===== config.mk =====
export PLATFORM = sky130hd
export DESIGN_NAME = tlms_seq
export DESIGN_NICKNAME = d
export VERILOG_FILES = /design/src/tlms_pkg.sv /design/src/tlms_seq.sv /design/src/tlms_addr_ctr.sv
export VERILOG_INCLUDE_DIRS = /design/src
export SDC_FILE = /design/constraint.sdc
export NUM_CORES = 1
export LEC_CHECK = 0
export ABC_AREA = 1
export BUFFER_PORTS_ARGS = -buffer_cell sky130_fd_sc_hd__buf_2
export CORE_MARGIN = 2
export CORE_UTILIZATION = 57
export DETAILED_ROUTE_END_ITERATION = 7
export PLACE_DENSITY = 0.82
export SLEW_MARGIN = 20
export SYNTH_ARGS = -nofsm -noshare
export SYNTH_HDL_FRONTEND = slang
export SYNTH_SLANG_ARGS = --single-unit
export TNS_END_PERCENT = 50

===== constraint.sdc =====
create_clock -name core_clk_i -period 2.53 [get_ports core_clk_i]
set_input_delay 0.3795 -clock core_clk_i [delete_from_list [all_inputs] [get_ports core_clk_i]]
set_output_delay 0.3795 -clock core_clk_i [all_outputs]
set_load 0.01 [all_outputs]

===== src/tlms_map.svh =====
// offsets-free constant map for the two-level mux sequencer
`ifndef TLMS_MAP_SVH
`define TLMS_MAP_SVH

// ==========================================================
// sizes
`define TLMS_NUM_MUX 4
`define TLMS_ADDR_W 4
`define TLMS_PH_W 2

// ==========================================================
// reset values and the all-open phase pattern
`define TLMS_PH_CNT_RST 2'h0
`define TLMS_PHASE_RST 4'hE
`define TLMS_PHASE_OFF 4'hF
`define TLMS_ADDR_RST 4'h0

`endif


===== src/tlms_pkg.sv =====
// types shared by the two-level mux sequencer
`default_nettype none
`include "tlms_map.svh"

package tlms_pkg;

	typedef logic [`TLMS_ADDR_W-1:0] tlms_chan_t;
	typedef logic [`TLMS_PH_W-1:0] tlms_ph_t;

	// one channel address per first-level multiplexer
	typedef struct packed {
		tlms_chan_t [`TLMS_NUM_MUX-1:0] chan;
	} tlms_addr_s;

endpackage : tlms_pkg
`default_nettype wire


===== src/tlms_seq.sv =====
// phase generator and address sequencer for a two-level analog mux
`timescale 1ns/10ps
`default_nettype none
`include "tlms_map.svh"

// Behaviour
// - one phase and counter per first-level mux
// - 4-bit address counters wrap through sixteen channels
// - four phases from two-bit counter plus decode
// - phase counter advances on sampling clock pin falling edge
// - each counter state decodes to one phase
// - phase low closes switch; one low at most
// - phase rising opens switch, steps its address
// - mux readdresses only in the all-open gap after its own phase
// - second-level switches close in fixed order
// - outgoing switch opens before incoming closes
// - reset starts on first channel, first mux
module tlms_seq (
	// clock and reset
	input wire logic core_clk_i,
	input wire logic sys_rst_i,
	// sampling clock pin
	input wire logic seq_clk_i,
	// second-level switch phases, low closes the switch
	output logic [`TLMS_NUM_MUX-1:0] phase_n_o,
	// first-level channel addresses
	output tlms_pkg::tlms_addr_s addr_o
);

	import tlms_pkg::*;

	// ==========================================================
	// pin synchroniser and falling edge detect
	logic clk_s1_r;
	logic clk_s2_r;
	logic clk_s3_r;
	wire adv_w;

	always_ff @(posedge core_clk_i or posedge sys_rst_i) begin
		if (sys_rst_i) begin
			clk_s1_r <= 1'b0;
			clk_s2_r <= 1'b0;
			clk_s3_r <= 1'b0;
		end else begin
			clk_s1_r <= seq_clk_i;
			clk_s2_r <= clk_s1_r;
			clk_s3_r <= clk_s2_r;
		end
	end

	// only the high-to-low transition moves the sequence
	assign adv_w = clk_s3_r & ~clk_s2_r;

	// ==========================================================
	// two-bit phase counter
	tlms_ph_t ph_cnt_r;
	tlms_ph_t ph_cnt_nxt;
	logic brk_r;

	// counter built as two toggling stages
	assign ph_cnt_nxt = {ph_cnt_r[1] ^ ph_cnt_r[0], ~ph_cnt_r[0]};

	always_ff @(posedge core_clk_i or posedge sys_rst_i) begin
		if (sys_rst_i) begin
			ph_cnt_r <= `TLMS_PH_CNT_RST;
			brk_r <= 1'b0;
		end else begin
			brk_r <= adv_w;
			if (adv_w) begin
				ph_cnt_r <= ph_cnt_nxt;
			end
		end
	end

	// ==========================================================
	// phase decode
	// a one-cycle all-open gap costs 10 ns but keeps two
	// first-level outputs from ever shorting together
	wire [`TLMS_NUM_MUX-1:0] dec_n_w;
	wire [`TLMS_NUM_MUX-1:0] phase_nxt;
	logic [`TLMS_NUM_MUX-1:0] phase_n_r;

	genvar gi;
	generate
		for (gi = 0; gi < `TLMS_NUM_MUX; gi++) begin : g_dec
			assign dec_n_w[gi] = (ph_cnt_r != 2'(gi));
		end
	endgenerate

	assign phase_nxt = adv_w ? `TLMS_PHASE_OFF :
		(brk_r ? dec_n_w : phase_n_r);

	always_ff @(posedge core_clk_i or posedge sys_rst_i) begin
		if (sys_rst_i) begin
			phase_n_r <= `TLMS_PHASE_RST;
		end else begin
			phase_n_r <= phase_nxt;
		end
	end

	assign phase_n_o = phase_n_r;

	// ==========================================================
	// channel address counters, one per first-level mux
	wire [`TLMS_NUM_MUX-1:0] step_w;
	// a net takes the four counter outputs, one driver per member
	wire tlms_addr_s addr_w;

	generate
		for (gi = 0; gi < `TLMS_NUM_MUX; gi++) begin : g_mux
			// step as the phase opens; the next mux is then sampled
			assign step_w[gi] = adv_w & (ph_cnt_r == 2'(gi));
			tlms_addr_ctr u_ctr (
				.core_clk_i(core_clk_i),
				.sys_rst_i(sys_rst_i),
				.step_i(step_w[gi]),
				.chan_o(addr_w.chan[gi])
			);
		end
	endgenerate

	assign addr_o = addr_w;

	// ==========================================================
	// rotation reference for the order checks
	// kept apart from the phase counter so a decode slip shows up
	tlms_ph_t exp_ph_r;

	always_ff @(posedge core_clk_i or posedge sys_rst_i) begin
		if (sys_rst_i) begin
			exp_ph_r <= `TLMS_PH_CNT_RST;
		end else if (brk_r) begin
			exp_ph_r <= exp_ph_r + 2'h1;
		end
	end

	// ==========================================================
	// checks
	a_one_low: assert property (
		@(posedge core_clk_i) disable iff (sys_rst_i)
		$onehot0(~phase_n_r))
		else $error("more than one phase low");
	a_break_first: assert property (
		@(posedge core_clk_i) disable iff (sys_rst_i)
		adv_w |=> phase_n_r == `TLMS_PHASE_OFF ##1 $onehot(~phase_n_r))
		else $error("break-before-make gap missing");
	a_no_overlap: assert property (
		@(posedge core_clk_i) disable iff (sys_rst_i)
		$changed(phase_n_r) && phase_n_r != `TLMS_PHASE_OFF
		|-> $past(phase_n_r) == `TLMS_PHASE_OFF)
		else $error("phase closed without prior open");
	a_gap_short: assert property (
		@(posedge core_clk_i) disable iff (sys_rst_i)
		phase_n_r == `TLMS_PHASE_OFF |=> phase_n_r != `TLMS_PHASE_OFF)
		else $error("all-open gap longer than one cycle");
	a_dec_match: assert property (
		@(posedge core_clk_i) disable iff (sys_rst_i)
		phase_n_r != `TLMS_PHASE_OFF |-> phase_n_r == dec_n_w)
		else $error("closed phase differs from counter state");
	a_rot_ref: assert property (
		@(posedge core_clk_i) disable iff (sys_rst_i)
		phase_n_r != `TLMS_PHASE_OFF |-> !phase_n_r[exp_ph_r])
		else $error("closed phase out of rotation");
	a_pin_fall: assert property (
		@(posedge core_clk_i) disable iff (sys_rst_i)
		adv_w == ($past(seq_clk_i, 3) && !$past(seq_clk_i, 2)))
		else $error("advance does not follow a pin fall");
	a_fall_adv: assert property (
		@(posedge core_clk_i) disable iff (sys_rst_i)
		adv_w |=> ph_cnt_r == $past(ph_cnt_r) + 2'h1)
		else $error("phase counter did not advance");
	a_cnt_hold: assert property (
		@(posedge core_clk_i) disable iff (sys_rst_i)
		!adv_w |=> $stable(ph_cnt_r))
		else $error("phase counter moved without falling edge");
	a_phase_order: assert property (
		@(posedge core_clk_i) disable iff (sys_rst_i)
		brk_r |=> ~phase_n_r == (4'h1 << $past(ph_cnt_r)))
		else $error("wrong phase selected");
	a_step_owner: assert property (
		@(posedge core_clk_i) disable iff (sys_rst_i)
		|step_w |-> $onehot(step_w) && !phase_n_r[ph_cnt_r])
		else $error("address step on wrong mux");
	a_reset_start: assert property (
		@(posedge core_clk_i)
		$fell(sys_rst_i) |-> phase_n_r == `TLMS_PHASE_RST
		&& ph_cnt_r == `TLMS_PH_CNT_RST && addr_o == '0)
		else $error("not at first channel after reset");

	// ==========================================================
	// per-mux checks
	generate
		for (gi = 0; gi < `TLMS_NUM_MUX; gi++) begin : g_chk
			// a mux moves only as its own phase has just opened
			a_mux_step: assert property (
				@(posedge core_clk_i) disable iff (sys_rst_i)
				$rose(phase_n_r[gi]) |->
				addr_o.chan[gi] == $past(addr_o.chan[gi]) + 4'h1)
				else $error("mux address did not step as its phase opened");
			a_mux_quiet: assert property (
				@(posedge core_clk_i) disable iff (sys_rst_i)
				$changed(addr_o.chan[gi]) |-> phase_n_r[gi]
				&& !$past(phase_n_r[gi]))
				else $error("mux address changed while routed");
			a_mux_order: assert property (
				@(posedge core_clk_i) disable iff (sys_rst_i)
				$fell(phase_n_r[gi]) |->
				!$past(phase_n_r[(gi + `TLMS_NUM_MUX - 1) % `TLMS_NUM_MUX], 2))
				else $error("phase closed out of rotation order");
		end
	endgenerate

	c_full_cycle: cover property (@(posedge core_clk_i) disable iff (sys_rst_i)
		adv_w && ph_cnt_r == 2'h3);
	c_break: cover property (@(posedge core_clk_i) disable iff (sys_rst_i)
		brk_r ##1 !phase_n_r[0]);
	c_step_mux3: cover property (@(posedge core_clk_i) disable iff (sys_rst_i)
		step_w[3]);

endmodule : tlms_seq
`default_nettype wire


===== src/tlms_addr_ctr.sv =====
// recirculating channel address counter for one first-level mux
`timescale 1ns/10ps
`default_nettype none
`include "tlms_map.svh"

module tlms_addr_ctr (
	// clock and reset
	input wire logic core_clk_i,
	input wire logic sys_rst_i,
	// step request
	input wire logic step_i,
	// channel address
	output logic [`TLMS_ADDR_W-1:0] chan_o
);

	logic [`TLMS_ADDR_W-1:0] chan_r;
	logic [`TLMS_ADDR_W-1:0] chan_nxt;

	// ==========================================================
	// counter
	// natural wrap from 15 to 0 covers all sixteen inputs
	assign chan_nxt = step_i ? chan_r + 4'h1 : chan_r;

	always_ff @(posedge core_clk_i or posedge sys_rst_i) begin
		if (sys_rst_i) begin
			chan_r <= `TLMS_ADDR_RST;
		end else begin
			chan_r <= chan_nxt;
		end
	end

	assign chan_o = chan_r;

	// ==========================================================
	// checks
	a_chan_step: assert property (
		@(posedge core_clk_i) disable iff (sys_rst_i)
		step_i |=> chan_r == $past(chan_r) + 4'h1)
		else $error("address counter did not step by one");
	a_chan_hold: assert property (
		@(posedge core_clk_i) disable iff (sys_rst_i)
		!step_i |=> $stable(chan_r))
		else $error("address changed without a step");
	c_chan_wrap: cover property (@(posedge core_clk_i) disable iff (sys_rst_i)
		step_i && chan_r == 4'hF ##1 chan_r == 4'h0);

endmodule : tlms_addr_ctr
`default_nettype wire


==> flow_summary.toml, run 1 <==
[synth]
synth_seq_cells = 26
synth_top_area_frac = 0.4684
synth.avg_cell_area_um2 = 9.909
synthTopCellsByArea = "dfrtp_1 (47%), nand2_1 (13%), ha_1 (8.1%)"
synth_area_mm2 = 0.001229
synthArstFlopShare = 1.000
synth_cells = 124
syn_nets = 135
synth_edf_count = 0
yosysMostFrequentCell = "nand2_1"
synth.distinct_cells = 16
synth_area_leader_cell = "dfrtp_1"
synth_common_cells = "nand2_1 (41), dfrtp_1 (23), inv_1 (13)"
ys.flop_type = "dfrtp_1"
yosysSeqAreaShare = 0.5326
ys_warn_count = 0

[floorplanning]
fp.dieArea_mm2 = 0.002543
die_h_um = 50.43
io_pins = 23
fp-row-count = 16
floorplan.initialDensity = 0.6137
fp.dieW_um = 50.43
core_mm2 = 0.002002

[global_routing]
grt_overflow = 0
grt_max_degree = 27
grt_pass1_wl_um = 3546
gr-usage-all-layers = 0.1872
antenna_found_initial = 0
grt_pass1_vias = 828

[cts]
cts_tree = "yes"
cts_setup_buffers = 0
postCtsResizedCells = 0
cts_buffers = 3
clkLatencyLatePin_ps = 320
cts_root_buffer = "clkbuf_4"
cts_max_level = 1
clock-sinks = 26
cts_hold_buf = 0
clkTransAtPathRegs_ps = 130
clockBufferDepth = 2

[setup_path]
worstSetupPathType = "reg -> out"
crit_family = "flip-flops"
slowest_delay_ps = 560
cp_slowest_cell = "dfstp_2"
r2r_cells = 5
cp.arrival_ps = 1000
crit_required_ps = 2150
worstPathMaxFanout = 2
startpoint_type = "flop"
cp_cell_sequence = "buf_2"
crit_cells = 1
critPathCaptureType = "output pin"
crit_buf_inv = 1

[pwr]
power_density_mw_per_mm2 = 1033
p_leak_nw = 0.7263
clockPowerShare = 0.124
combPwrFrac = 0.385
seqPwrFrac = 0.490
ir_worst_vdd_uv = 634.1
p_switching_mw = 0.5826
switching_share = 0.4032
power.internal_mw = 0.8625
finalPower_mw = 1.445

[sta]
skew_ps = 2.812
maxSlewHeadroom = 0.3726
rsz0062_at_grt = "no"
min_period_ps = 1380
finalCritPeriodShare = 0.5456
setup_viol = 0
hold_slack_ps = 148.2
tightest_slew_ps = 940.1
tns_ps = 0
fmax_ghz = 0.7244
hold_viol_final = 0
drv_slew = 0

[final_layout]
syn_to_final_growth_pct = 13.85
nNetsFinal = 162
drive_gt1_frac = 0.2533
n_antenna_cell = 0

[route]
dr.pass1.iters = 5
avgRoutedWirePerCell_um = 10.97
drt_iter0_markers = 25
drc_errors = 0
ant_nets = 0
post_drt_via_cell_ratio = 5.000
via_count = 885
routed_wl_um = 1942

[worst_hold_path]
hold_path_depth = 1
hp-class = "in -> reg"

[placed_design]
place.gp.congestion = 0.7699
io_buffers = 22
dp_hpwl_um = 1448

[run_status]
outcome = "finished, final reports clean"

[run]
maxCapViolations = 0
-- per-layer routing --
| layer | global-route usage | part of all wire | vias up |
|---|---|---|---|
| li1 | - | - | 448 |
| met1 | 0.2222 | 0.45 | 419 |
| met2 | 0.3026 | 0.49 | 14 |
| met3 | 0.05952 | 0.039 | 4 |
| met4 | 0.09910 | 0.015 | 0 |
| met5 | 0 | 0 | - |
-- worst paths after layout --
kind | startpoint | to | slack (ps)
setup / recovery | phase_n_o[2] | phase_n_o[2] | 1150
hold / removal | seq_clk_i | clk_s1_r | 150
setup reg to reg | ph_cnt_r[0] | g_mux[0].u_ctr.chan_o[0] | 1300
hold reg to reg | clk_s1_r | clk_s2_r | 370
max in group asynchronous | sys_rst_i | g_mux[2].u_ctr.chan_o[3] | 1720
min in group asynchronous | sys_rst_i | g_mux[3].u_ctr.chan_o[0] | 240
-- power groups by stage --
stage,clock network [mW],logic [mW],registers [mW]
finish,0.180,0.557,0.709
global placement,0,0.543,0.703
floorplan,0,0.336,0.751
CTS,0.184,0.566,0.707
detailed placement,0,0.564,0.716
global route,0.208,0.625,0.740
-- metrics by stage --
step	instance area, um^2	setup slack [ps]	utilization	instances
finish	1399	1150	0.6988	177
global route	1399	1089	0.6988	177
CTS	1399	1140	0.6988	177
detailed placement	1373	1264	0.6856	173
global placement	1373	1289	0.6856	173
floorplan	1229	1454	-	124
-- cells in the final DEF (no fill, tap or decap) --
cell type and count:
buf_2 22, clkbuf_1 1, clkbuf_4 3, dfrtp_1 23, dfstp_2 3, ha_1 8, inv_1 13, inv_8 1
nand2_1 41, nand2_2 4, nand2_4 1, nand3_1 4, nand4_1 4, nor2_4 4, o211ai_1 4, o21ai_0 1
o21ai_1 4, xnor2_1 4, xor2_1 5
-- registers in the layout, summed over array words and instances (netlist names) --
signal and count:
clk_s3_r 1, clk_s1_r 1, ph_cnt_r 2, phase_n_o 4, clk_s2_r 1, brk_r 1
g_mux.u_ctr.chan_o 16
-- cells by family after synthesis --
group | count (synthesis) | share of synthesized area
DFF | 26 | 0.5326
xor gates and xnor gates | 9 | 0.06415
AOI/OAI and AO/OA | 9 | 0.04480
and+or+nand+nor | 58 | 0.2281
buffers and inverters | 14 | 0.04888
adders and majority gates | 8 | 0.08147
-- layout make-up --
type                            count  area (um^2)
Sequential cell                    26        654.4
Tap cell                           27        33.78
Clock buffer                        4        26.28
Timing Repair Buffer               22        110.1
Multi-Input combinational cell     84        514.2
Fill cell                         161        603.1
Inverter                           14        60.06
(Power assumes the default switching activity.)
==> run 2: changes to the inputs <==
--- a/config.mk
+++ b/config.mk
@@ -9,9 +9,9 @@
 export ABC_AREA = 1
 export BUFFER_PORTS_ARGS = -buffer_cell sky130_fd_sc_hd__buf_2
 export CORE_MARGIN = 2
-export CORE_UTILIZATION = 57
+export CORE_UTILIZATION = 53
 export DETAILED_ROUTE_END_ITERATION = 7
-export PLACE_DENSITY = 0.82
+export PLACE_DENSITY = 0.77
 export SLEW_MARGIN = 20
 export SYNTH_ARGS = -nofsm -noshare
 export SYNTH_HDL_FRONTEND = slang
==> constraint.sdc (replaced) <==
create_clock -name core_clk_i -period 1.3 [get_ports core_clk_i]
set_input_delay 0.195 -clock core_clk_i [delete_from_list [all_inputs] [get_ports core_clk_i]]
set_output_delay 0.195 -clock core_clk_i [all_outputs]
set_load 0.01 [all_outputs]
==> flow_summary.toml, run 2 (synthesis gave the netlist of run 1 again) <==
[run_status]
outcome = "finished, final reports clean"

[floorplanning]
fp.dieArea_mm2 = 0.002720
fp.dieW_um = 52.15
floorplan.initialDensity = 0.5554
die_h_um = 52.15
core_mm2 = 0.002212
io_pins = 23
fp-row-count = 17

[sta]
rsz0062_at_grt = "no"
finalCritPeriodShare = 0.9328
fmax_ghz = 0.8246
drv_slew = 0
fin_ws_ps = 87.35
tns_ps = 0
hold_viol_final = 0
min_period_ps = 1213
setup_viol = 0
tightest_slew_ps = 313.9
skew_ps = 4.016
maxSlewHeadroom = 0.7908

[cts]
clockBufferDepth = 2
cts_buffers = 3
cts_max_level = 1
cts_root_buffer = "clkbuf_4"
clkLatencyLatePin_ps = 330
cts_tree = "yes"
cts_setup_buffers = 0
clkTransAtPathRegs_ps = 140
clock-sinks = 26

[run]
maxCapViolations = 0

[route]
avgRoutedWirePerCell_um = 11.71
routed_wl_um = 2120
drt_iter0_markers = 12
drc_errors = 0
post_drt_via_cell_ratio = 4.928
dr.pass1.iters = 4
via_count = 892
ant_nets = 0

[global_routing]
grt_overflow = 0
antenna_found_initial = 0
grt_pass1_wl_um = 3594
gr-usage-all-layers = 0.1855
grt_max_degree = 27
grt_pass1_vias = 874

[setup_path]
cp.arrival_ps = 1470
worstPathMaxFanout = 3
crit_required_ps = 1560
r2r_slack_ps = 90
critPathCaptureType = "flop"
startpoint_type = "flop"
worstSetupPathType = "reg -> reg"

[final_layout]
final_common_cell = "nand2_1"
nNetsFinal = 165
num-fill-cells = 192
multiInputGateArea_um2 = 516.7
layout.area.seq_um2 = 654.4
final_cell_mix = "nand2_1 (41), dfrtp_1 (23), buf_2 (22)"
n_antenna_cell = 0
syn_to_final_growth_pct = 17.21
drive_gt1_frac = 0.2680
largest_reg_flops = 16

[placed_design]
dp_hpwl_um = 1566
place_ws_ps = 92.13
place.gp.congestion = 0.7216
io_buffers = 22

[pwr]
p_leak_nw = 0.7440
power_density_mw_per_mm2 = 2017
ir_worst_vdd_uv = 1236

[worst_hold_path]
hp-class = "reg -> reg"
-- run 2: changes by cell type in the layout (fill, tap and decap cells not counted), sizes merged --
cell         change
dlygate4sd3      +2
buf              +1
-- run 2: cell type report --
type / count / share of cell area
timing repair buffer: 25 / 0.09557
clock buffer: 4 / 0.02520
multi-input combinational: 84 / 0.3588
inverter: 14 / 0.04170
sequential: 26 / 0.4544
tap: 28 / 0.02433
-- run 2: worst max-delay path, cell delays in order, from the launching register on --
cell	delay, ps
dfrtp_1	430
inv_1	130
ha_1	230
inv_1	80
nor2_4	130
xor2_1	160
-- run 2: report_power, final --
group	switching [mW]	total [mW]	internal [mW]	leakage, nW
Combinational	0.618	1.11	0.493	0.402
Clock	0.241	0.413	0.172	0.0210
Sequential	0.304	1.38	1.08	0.321
Total	1.16	2.91	1.74	0.744
-- run 2: worst paths after layout --
path                                            end  depth (start not counted)         from
setup / recovery           g_mux[2].u_ctr.chan_o[0]                          5  ph_cnt_r[0]
hold / removal                             clk_s2_r                          0     clk_s1_r
setup reg to reg           g_mux[2].u_ctr.chan_o[0]                          5  ph_cnt_r[0]
max in group asynchronous              phase_n_o[1]                          4    sys_rst_i
min in group asynchronous  g_mux[2].u_ctr.chan_o[0]                          4    sys_rst_i
hold reg to reg                            clk_s2_r                          0     clk_s1_r
-- run 2: repair_timing --
| action | CTS | global route |
|---|---|---|
| hold endpoints to repair | 24 | 0 |
| hold buffers | 2 | 0 |
| resized for setup | 0 | 1 |
| setup endpoints to repair | 0 | 1 |
-- run 2: per-stage QoR --
step / total power [mW] / area (um^2) / utilization / hold WS [ps] / std cells
global placement: 2.436 / 1381 / 0.6244 / 258.3 / 175
global route: 3.156 / 1440 / 0.6510 / 376.7 / 181
CTS: 2.934 / 1438 / 0.6499 / 372.5 / 181
detailed placement: 2.520 / 1381 / 0.6244 / 259.0 / 175
finish: 2.905 / 1440 / 0.6510 / 369.6 / 181
floorplan: 2.115 / 1229 / - / 226.4 / 124
-- run 2: per-layer routing --
metal / up-vias / part of all wire / global-route usage
met3: 4 / 0.032 / 0.04598
met1: 420 / 0.45 / 0.2113
met2: 18 / 0.50 / 0.3080
met5: - / 0 / 0
met4: 0 / 0.021 / 0.1197
li1: 450 / - / -
==> run 3: changes to the inputs <==
--- a/config.mk
+++ b/config.mk
@@ -9,9 +9,9 @@
 export ABC_AREA = 1
 export BUFFER_PORTS_ARGS = -buffer_cell sky130_fd_sc_hd__buf_2
 export CORE_MARGIN = 2
-export CORE_UTILIZATION = 53
+export CORE_UTILIZATION = 57
 export DETAILED_ROUTE_END_ITERATION = 7
-export PLACE_DENSITY = 0.77
+export PLACE_DENSITY_LB_ADDON = 0.3
 export SLEW_MARGIN = 20
 export SYNTH_ARGS = -nofsm -noshare
 export SYNTH_HDL_FRONTEND = slang
==> constraint.sdc (replaced) <==
create_clock -name core_clk_i -period 1.4 [get_ports core_clk_i]
set_input_delay 0.21 -clock core_clk_i [delete_from_list [all_inputs] [get_ports core_clk_i]]
set_output_delay 0.21 -clock core_clk_i [all_outputs]
set_load 0.01 [all_outputs]
==> flow_summary.toml, run 3 (synthesis gave the netlist of run 1 again) <==
[route]
via_count = 911
routed_wl_um = 2055
avgRoutedWirePerCell_um = 11.42
drc_errors = 0
drt_iter0_markers = 5
ant_nets = 0
dr.pass1.iters = 4
post_drt_via_cell_ratio = 5.061

[setup_path]
startpoint_type = "flop"
crit_buf_inv = 1
cp.arrival_ps = 1000
cp_cell_sequence = "buf_2"
slowest_delay_ps = 550
r2r_slack_ps = 200
cp_slowest_cell = "dfstp_2"
critPathCaptureType = "output pin"
worstSetupPathType = "reg -> out"
crit_required_ps = 1190
worstPathMaxFanout = 2
crit_family = "flip-flops"

[sta]
setup_viol = 0
maxSlewHeadroom = 0.7941
hold_slack_ps = 368.2
drv_slew = 0
skew_ps = 0.9419
finalCritPeriodShare = 0.8631
min_period_ps = 1208
tightest_slew_ps = 308.8
fmax_ghz = 0.8276
rsz0062_at_grt = "no"
hold_viol_final = 0
tns_ps = 0

[floorplanning]
core_mm2 = 0.002002
fp.dieW_um = 50.43
die_h_um = 50.43
io_pins = 23
fp-row-count = 16
fp.dieArea_mm2 = 0.002543
floorplan.initialDensity = 0.6137

[placed_design]
io_buffers = 22
dp_hpwl_um = 1549
place.gp.congestion = 0.8249
place_area_mm2 = 0.001380

[final_layout]
multiInputGateArea_um2 = 514.2
drive_gt1_frac = 0.2614
final_cell_mix = "nand2_1 (41), dfrtp_1 (23), buf_2 (22)"
num-fill-cells = 176
largest_reg_flops = 16
syn_to_final_growth_pct = 16.90
n_antenna_cell = 0
layout.area.seq_um2 = 654.4
final_common_cell = "nand2_1"
fin_area_mm2 = 0.001436
nNetsFinal = 165

[cts]
clkTransAtPathRegs_ps = 130
cts_tree = "yes"
clock-sinks = 26
cts_root_buffer = "clkbuf_4"
cts_setup_buffers = 0
postCtsResizedCells = 0
cts_buffers = 3
clockBufferDepth = 2
clkLatencyLatePin_ps = 320
cts_max_level = 1
cts_hold_buf = 2

[global_routing]
grt_max_degree = 27
antenna_found_initial = 0
grt_pass1_wl_um = 3615
grt_overflow = 0
gr-usage-all-layers = 0.1911
grt_pass1_vias = 881

[run]
maxCapViolations = 0

[pwr]
p_leak_nw = 0.7455
power_density_mw_per_mm2 = 1868
ir_worst_vdd_uv = 1029

[worst_hold_path]
hp-class = "reg -> reg"

[run_status]
outcome = "finished, final reports clean"
[run 3: worst paths after layout]
| check | startpoint | to | cells after the start |
|---|---|---|---|
| max | phase_n_o[2] | phase_n_o[2] | 1 |
| min | clk_s1_r | clk_s2_r | 0 |
| max reg2reg | ph_cnt_r[0] | g_mux[0].u_ctr.chan_o[0] | 5 |
| min reg2reg | clk_s1_r | clk_s2_r | 0 |
| max in group asynchronous | sys_rst_i | phase_n_o[2] | 4 |
| min in group asynchronous | sys_rst_i | g_mux[1].u_ctr.chan_o[0] | 4 |
[run 3: through the flow]
step	instances	power, mW	utilization	worst slack, ps
floorplan	124	1.964	-	323.9
global placement	174	2.260	0.6894	273.7
detailed placement	174	2.336	0.6894	215.5
CTS	180	2.711	0.7175	185.1
global route	180	2.911	0.7175	72.44
finish	180	2.683	0.7175	191.7
[run 3: power by group]
part	internal [mW]	leakage, nW	switching (mW)
logic	0.454	0.404	0.567
clock network	0.159	0.0210	0.217
registers	1.00	0.321	0.286
total	1.61	0.745	1.07
[run 3: layout make-up]
| class | instances | area share |
|---|---|---|
| Timing Repair Buffer | 25 | 0.09582 |
| Multi-Input combinational cell | 84 | 0.3580 |
| Clock buffer | 4 | 0.02526 |
| Tap cell | 27 | 0.02352 |
| Inverter | 14 | 0.04181 |
| Sequential cell | 26 | 0.4556 |
[run 3: metal layers]
layer	vias to the layer above	track usage	part of all wire
met5	-	0	0
met4	0	0.1126	0.021
li1	454	-	-
met3	4	0.02679	0.038
met2	19	0.3202	0.50
met1	434	0.2346	0.44
